## src/rtl/wdtd_pkg.sv

```systemverilog
// Package with constants and types for the watchdog time base
package wdtd_pkg;

  // Oscillator and time figures
  localparam int unsigned RC_OSC_FREQ_HZ   = 31000;
  localparam int unsigned SYS_FREQ_HZ      = 50000000;
  localparam int unsigned TIMEOUT_SHORT_MS = 1;
  localparam int unsigned TIMEOUT_LONG_MS  = 4;

  // Prescaler widths: 5-bit and 7-bit modes
  localparam int unsigned PRE_BITS_SHORT = 5;
  localparam int unsigned PRE_BITS_LONG  = 7;
  localparam logic [6:0]  PRE_LAST_SHORT = 7'h1f;
  localparam logic [6:0]  PRE_LAST_LONG  = 7'h7f;

  // Postscaler: 4-bit select, ratios 1:1 to 1:32768
  localparam int unsigned POST_SEL_W = 4;
  localparam int unsigned POST_CNT_W = 15;

  // Reset values
  localparam logic [6:0]  PRE_RST  = 7'h00;
  localparam logic [14:0] POST_RST = 15'h0000;

  // Configuration word carried as one bundle
  typedef struct packed {
    logic                  enable;
    logic                  prescale_select;
    logic [POST_SEL_W-1:0] postscale_select;
  } wdtd_cfg_t;

  // Time-base status carried as one bundle
  typedef struct packed {
    logic                  timeout_pulse;
    logic                  expired;
    logic                  osc_enable;
  } wdtd_stat_t;

endpackage

```

## src/rtl/wdtd_top.sv

```systemverilog
// Watchdog time base: oscillator-driven prescaler and postscaler
`timescale 1ns/100ps
`default_nettype none

// Summary of operation
// - Counter chain advances only on rising edges of the low-power RC oscillator.
// - Enabling the watchdog turns on its oscillator automatically.
// - Prescaler divides by 32 or 128, chosen by prescale-select bit.
// - At 1:1 postscale, period is about 1 ms or 4 ms.
// - Postscaler divides further, sixteen settings from 1:1 to 1:32768.
module wdtd_top #(
  // Prescaler widths in the short and long modes
  parameter int unsigned PRE_W_SHORT = wdtd_pkg::PRE_BITS_SHORT,
  parameter int unsigned PRE_W_LONG  = wdtd_pkg::PRE_BITS_LONG,
  // Postscaler counter width, enough for the largest ratio
  parameter int unsigned POST_CNT_W  = wdtd_pkg::POST_CNT_W
) (
  // Clock and reset
  input  wire logic                sys_clk,
  input  wire logic                rstn,
  // Configuration word and software clear
  input  wire wdtd_pkg::wdtd_cfg_t watchdog_config_word,
  input  wire logic                wdt_clear,
  // Oscillator pin and its enable
  input  wire logic                low_power_rc_oscillator,
  output logic                     rc_osc_enable,
  // Status
  output logic                     wdt_timeout,
  output logic                     wdt_expired
);

  // Chain states: off, counting, or counting on past an expiry
  typedef enum logic [1:0] {
    ST_OFF,
    ST_COUNT,
    ST_EXPIRED
  } wdtd_state_t;

  // Counter end points and steps at the chosen widths
  localparam logic [PRE_W_LONG-1:0] PRE_ZERO  =
    PRE_W_LONG'(wdtd_pkg::PRE_RST);
  localparam logic [PRE_W_LONG-1:0] PRE_ONE   =
    PRE_W_LONG'(1);
  localparam logic [POST_CNT_W-1:0] POST_ZERO =
    POST_CNT_W'(wdtd_pkg::POST_RST);
  localparam logic [POST_CNT_W-1:0] POST_ONE  =
    POST_CNT_W'(1);

  // All-ones value of a given width: a prescaler terminal count
  function automatic logic [PRE_W_LONG-1:0] pre_ones(
    input int unsigned bits
  );
    pre_ones = PRE_W_LONG'((64'h1 << bits) - 64'h1);
  endfunction

  // Last postscaler count for a select value: 2**sel - 1
  function automatic logic [POST_CNT_W-1:0] post_last(
    input logic [wdtd_pkg::POST_SEL_W-1:0] sel
  );
    post_last = POST_CNT_W'((64'h1 << sel) - 64'h1);
  endfunction

  // Oscillator synchroniser and level tracker
  logic [2:0]                  osc_sync_r;
  logic                        osc_lvl_r;
  logic                        osc_lvl_nxt;

  // Counter chain
  logic [PRE_W_LONG-1:0]       pre_cnt_r;
  logic [PRE_W_LONG-1:0]       pre_cnt_nxt;
  logic [POST_CNT_W-1:0]       post_cnt_r;
  logic [POST_CNT_W-1:0]       post_cnt_nxt;

  // Status bundle and chain state
  wdtd_pkg::wdtd_stat_t        stat_r;
  wdtd_pkg::wdtd_stat_t        stat_nxt;
  wdtd_state_t                 state_r;
  wdtd_state_t                 state_nxt;

  // Oscillator edge: new level counts only once stages two and three agree
  wire osc_agree = osc_sync_r[1] == osc_sync_r[2];
  wire osc_rise  = osc_agree & osc_sync_r[2] & ~osc_lvl_r;

  // Runs from the cycle after enable, when the oscillator is already on
  wire run       = watchdog_config_word.enable & (state_r != ST_OFF);
  wire tick      = run & osc_rise;

  // Prescaler terminal count follows the select bit
  wire [PRE_W_LONG-1:0] pre_last_short = pre_ones(PRE_W_SHORT);
  wire [PRE_W_LONG-1:0] pre_last_long  = pre_ones(PRE_W_LONG);
  wire [PRE_W_LONG-1:0] pre_last       =
    watchdog_config_word.prescale_select ?
    pre_last_long :
    pre_last_short;
  wire pre_wrap = tick & (pre_cnt_r == pre_last);

  // Postscaler terminal count follows the select field
  wire [POST_CNT_W-1:0] post_end_val =
    post_last(watchdog_config_word.postscale_select);
  wire post_end = post_cnt_r == post_end_val;
  wire expire   = pre_wrap & post_end;

  // A clear or a disable holds the whole chain at zero
  wire restart  = wdt_clear | ~watchdog_config_word.enable;

  // A clear in the same cycle suppresses the pulse: the chain restarts
  wire timeout_set  = expire & ~restart;

  // Sticky flag: a clear wins over a fresh expiry in the same cycle
  wire expired_keep = stat_r.expired & ~wdt_clear;

  // Level tracker only moves once the last two stages agree
  assign osc_lvl_nxt = osc_agree ? osc_sync_r[2] : osc_lvl_r;

  // Prescaler next value
  assign pre_cnt_nxt = restart  ? PRE_ZERO :
                       pre_wrap ? PRE_ZERO :
                       tick     ? pre_cnt_r + PRE_ONE :
                       pre_cnt_r;

  // Postscaler next value
  assign post_cnt_nxt = restart  ? POST_ZERO :
                        expire   ? POST_ZERO :
                        pre_wrap ? post_cnt_r + POST_ONE :
                        post_cnt_r;

  // Status next value
  assign stat_nxt = '{
    timeout_pulse: timeout_set,
    expired:       timeout_set | expired_keep,
    osc_enable:    watchdog_config_word.enable
  };

  // Chain state: disable always wins and drops back to off
  always_comb begin
    state_nxt = state_r;
    case (state_r)
      ST_OFF: begin
        state_nxt = ST_COUNT;
      end
      ST_COUNT: begin
        if (timeout_set) begin
          state_nxt = ST_EXPIRED;
        end
      end
      ST_EXPIRED: begin
        if (wdt_clear) begin
          state_nxt = ST_COUNT;
        end
      end
      default: begin
        state_nxt = ST_OFF;
      end
    endcase
    if (!watchdog_config_word.enable) begin
      state_nxt = ST_OFF;
    end
  end

  // Pin synchroniser; only the second stage reads the first
  always_ff @(posedge sys_clk) begin
    if (!rstn) begin
      osc_sync_r <= 3'h0;
    end else begin
      osc_sync_r <= {osc_sync_r[1:0], low_power_rc_oscillator};
    end
  end

  // Settled oscillator level
  always_ff @(posedge sys_clk) begin
    if (!rstn) begin
      osc_lvl_r <= 1'b0;
    end else begin
      osc_lvl_r <= osc_lvl_nxt;
    end
  end

  // Prescaler
  always_ff @(posedge sys_clk) begin
    if (!rstn) begin
      pre_cnt_r <= PRE_ZERO;
    end else begin
      pre_cnt_r <= pre_cnt_nxt;
    end
  end

  // Postscaler
  always_ff @(posedge sys_clk) begin
    if (!rstn) begin
      post_cnt_r <= POST_ZERO;
    end else begin
      post_cnt_r <= post_cnt_nxt;
    end
  end

  // Status flags
  always_ff @(posedge sys_clk) begin
    if (!rstn) begin
      stat_r <= '0;
    end else begin
      stat_r <= stat_nxt;
    end
  end

  // Chain state
  always_ff @(posedge sys_clk) begin
    if (!rstn) begin
      state_r <= ST_OFF;
    end else begin
      state_r <= state_nxt;
    end
  end

  // Outputs straight from flops
  assign rc_osc_enable = stat_r.osc_enable;
  assign wdt_timeout   = stat_r.timeout_pulse;
  assign wdt_expired   = stat_r.expired;

endmodule

`default_nettype wire

```

## config.mk

```make
export PLATFORM = sky130hd
export DESIGN_NAME = wdtd_top
export DESIGN_NICKNAME = d
export VERILOG_FILES = /design/src/rtl/wdtd_pkg.sv /design/src/rtl/wdtd_top.sv
export SDC_FILE = /design/constraint.sdc
export NUM_CORES = 1
export LEC_CHECK = 0
export ABC_AREA = 1
export BUFFER_PORTS_ARGS = -buffer_cell sky130_fd_sc_hd__buf_2
export CAP_MARGIN = 20
export CORE_ASPECT_RATIO = 1.4
export CORE_MARGIN = 2
export CORE_UTILIZATION = 50
export CTS_BUF_LIST = sky130_fd_sc_hd__clkbuf_4
export DETAILED_ROUTE_END_ITERATION = 8
export HOLD_SLACK_MARGIN = 0.05
export PLACE_DENSITY_LB_ADDON = 0.05
export SKIP_CTS_REPAIR_TIMING = 1
export SYNTH_ARGS = -nofsm -noshare
export SYNTH_HDL_FRONTEND = slang
export SYNTH_SLANG_ARGS = --single-unit
```

## constraint.sdc

```tcl
create_clock -name sys_clk -period 3.85 [get_ports sys_clk]
set_input_delay 0 -clock sys_clk [delete_from_list [all_inputs] [get_ports sys_clk]]
set_output_delay 0 -clock sys_clk [all_outputs]
set_load 0.02 [all_outputs]
```

==> results.sh <==
export IMPL_worst_ir_drop_vdd_mv=0.307
export IMPL_relSlewSlack_pct=69.8
export IMPL_initialDrtViolationCount=106
export IMPL_synth_cells=322
export IMPL_start_util_pct=51.2
export IMPL_synth_warnings=0
export IMPL_die_h_um=78.3
export IMPL_clk_latency_ns=0.33
export IMPL_clk_path_buf_depth=2
export IMPL_power_frac_seq_pct=51.1
export IMPL_cp_cell_sequence="ha_1 > nand3_1 > nor3_4 > nand2_2 > nor2_4 > nand2_2 > nor2_2 > nand2_1 > nor2_1 > nor2_1 > nor3_1"
export IMPL_power_switching_w=0.000156
export IMPL_leakage_nw=0.970
export IMPL_r2r_start="osc_sync_r[1]"
export IMPL_fin_skew_ns=0.00804
export IMPL_setup_viol=0
export IMPL_dpl_hpwl_um=3560
export IMPL_tightest_slew_ns=0.449
export IMPL_die_area_sq_mm=0.00447
export IMPL_clk_pin_slew_worst_paths_ns=0.10
export IMPL_grt_antenna_before_repair=0
export IMPL_r2r_setup_slack_ns=1.83
export IMPL_finalCritPeriodShare_pct=52.5
export IMPL_slowest_stage="dfxtp_1"
export IMPL_dieWidth_um=57.1
export IMPL_synth_area_sq_mm=0.00197
export IMPL_ys_ff_latch=31
export IMPL_status="complete, no violations"
export IMPL_drive_above_1_share_pct=9.62
export IMPL_grt_total_usage_pct=21.9
export IMPL_place_congestion=0.877
export IMPL_final_hold_violation_count=0
export IMPL_wl_um=4460
export IMPL_crit_path_max_fanout=6
export IMPL_cell_internal_pwr_w=0.000480
export IMPL_clkPwrFrac_pct=38.7
export IMPL_firstDrtPassIters=4
export IMPL_core_area_sq_mm=0.00385
export IMPL_crit_path_max_incr_delay_ns=0.37
export IMPL_sw_frac_of_total_pct=24.5
export IMPL_rr_endpoint="post_cnt_r[13]"
export IMPL_worstSetupStartpointType="flip-flop"
export IMPL_seq_area_frac_synth_pct=31.5
export IMPL_boundaryPins=13
export IMPL_clock_fmax_mhz=494
export IMPL_crit_arrival_ns=2.27
export IMPL_rr_worst_depth=11
export IMPL_cts_tree="done"
export IMPL_critPathBufInv=0
export IMPL_htreeDepth=2
export IMPL_diodes=0
export IMPL_combPwrFrac_pct=10.2
export IMPL_hold_class="input pin to flip-flop"
export IMPL_wire_per_inst_um=11.6
export IMPL_crit_required_ns=4.10
export IMPL_finalInstanceArea_sq_mm=0.00218
export IMPL_placed_cells=373
export IMPL_hold_path_depth=6
export IMPL_cts_buffers=5
export IMPL_cts_sinks=31
export IMPL_flow_area_growth_from_synthesis_pct=10.6
export IMPL_viasPerCell=5.03
export IMPL_drc_errors=0
export IMPL_overflow=0
export IMPL_worstSetupPathType="flip-flop to flip-flop"
export IMPL_num_rows=27
export IMPL_nFillCells=411
export IMPL_hold_ws_ns=0.249
export IMPL_timing_final_crit_period_ns=2.02
export IMPL_slew_viol_final=0
export IMPL_io_buffers=12
export IMPL_worst_hold_path_endpoint="post_cnt_r[5]"
export IMPL_cp_end_kind="flip-flop"
export IMPL_antenna_left=0
export IMPL_grt_pass1_wl_um=7740
export IMPL_first_global_vias=1858
export IMPL_rsz0062_at_grt="false"
export IMPL_synth_nets=336
export IMPL_post_dp_cell_area_sq_mm=0.00206
export IMPL_final_cells=386
export IMPL_vias=1943
export IMPL_root_buffer="clkbuf_4"
export IMPL_synthDistinctLibCells=25
export IMPL_layout_nets=356
export IMPL_fin_util_pct=56.7
export IMPL_grt_max_degree=16
export IMPL_syn_avg_cell_area_sq_um=6.13
export IMPL_p_per_area_mw_per_mm2=291
export IMPL_hp_start="watchdog_config_word[4]"
export IMPL_timing_critical_path_max_delay_family="simple AND/OR/NAND/NOR gates"
export IMPL_max_cap_violations=0
export IMPL_fin_tns_setup_ns=0
-- cells in the final DEF (no fill, tap or decap) --
cell type	count
nor3_4	1
ha_1	4
buf_2	12
or2_2	2
clkinv_1	1
nor3b_1	1
a21oi_1	15
nand2_1	94
nor2_4	2
nand4_1	6
xor2_1	5
nand2_4	1
dlygate4sd3_1	5
dfxtp_1	31
nand3_1	27
nand2_2	4
nor4_1	2
clkbuf_4	5
xnor2_1	2
nand3b_1	1
o21bai_1	2
nor3_1	11
bufinv_16	1
nor2_2	4
o21ai_0	10
inv_1	49
clkinv_2	1
nor2_1	44
-- cell usage after synthesis (all sizes together) --
cell / number / area, sq um
nand4: 6 / 37.5
dfxtp: 31 / 621
inv: 49 / 184
nand3b: 1 / 7.51
ha: 4 / 50.1
nor4: 2 / 12.5
nor3b: 1 / 7.51
nor3: 12 / 71.3
buf: 4 / 31.3
or2: 2 / 12.5
nor2: 50 / 213
a21oi: 15 / 75.1
xor2: 5 / 43.8
nand3: 27 / 135
o21bai: 2 / 15.0
xnor2: 2 / 17.5
nand2: 99 / 389
o21ai: 10 / 50.1
-- worst max-delay path by stage --
stage | cells after the start | startpoint | slack, ns | endpoint
2_1_floorplan | 17 | watchdog_config_word[2] | 2.06 | post_cnt_r[10]
3_3_place_gp | 16 | watchdog_config_word[0] | 1.82 | post_cnt_r[6]
3_5_place_dp | 16 | watchdog_config_word[0] | 1.77 | post_cnt_r[13]
4_1_cts | 11 | osc_sync_r[1] | 1.81 | post_cnt_r[13]
5_1_grt | 10 | osc_sync_r[1] | 1.61 | post_cnt_r[10]
6_report | 11 | osc_sync_r[1] | 1.83 | post_cnt_r[13]
-- stage by stage --
stage / setup WS (ns) / power [W]
floorplan: 2.06 / 0.000377
global placement: 1.82 / 0.000393
detailed placement: 1.77 / 0.000393
CTS: 1.81 / 0.000642
global route: 1.61 / 0.000669
finish: 1.83 / 0.000636
-- metal layers --
metal | vias to the layer above | global-route usage [%] | part of all wire (%)
met1 | 865 | 24.3 | 43
met4 | 0 | 10.5 | 2.2
li1 | 1047 | - | -
met3 | 8 | 2.97 | 2.2
met5 | - | 0 | 0
met2 | 23 | 40.1 | 52
-- tightest hold or removal path: stages --
cell and delay [ns]:
buf_2 0.09, o21ai_0 0.09, nand3_1 0.15, nor2_4 0.08
nand3_1 0.06, a21oi_1 0.05
-- kinds of logic after synthesis --
logic type	Yosys count	share of synthesized area, %
buffers and inverters	53	10.9
flip-flops	31	31.5
AO/OA/AOI/OAI	27	7.10
AND/OR/NAND/NOR	200	44.9
XOR/XNOR	7	3.11
adder cells (fa/ha/maj)	4	2.54
-- power groups by stage --
stage	combinational (W)	sequential [W]	clock, W
6_report	0.0000648	0.000325	0.000246
5_1_grt	0.0000736	0.000325	0.000270
3_5_place_dp	0.0000607	0.000332	0
2_1_floorplan	0.0000443	0.000333	0
3_3_place_gp	0.0000607	0.000332	0
4_1_cts	0.0000611	0.000325	0.000256
-- registers in the layout, summed over array words and instances, names as in the netlist --
| name | cells |
|---|---|
| post_cnt_r | 15 |
| osc_lvl_r | 1 |
| pre_cnt_r | 7 |
| wdt_expired | 1 |
| osc_sync_r | 3 |
| rc_osc_enable | 1 |
| wdt_timeout | 1 |
| state_r | 2 |
-- cell type report --
type	instances	area, sq um	area share [%]
well taps	43	53.8	2.47
repair buffers	17	110	5.05
multi-input cells	238	1140	52.1
clock buffers	5	37.5	1.72
clock inverters	3	38.8	1.78
inverters	49	184	8.43
flip-flops and latches	31	621	28.4
Note: power is estimated with default switching activity, not from simulation.
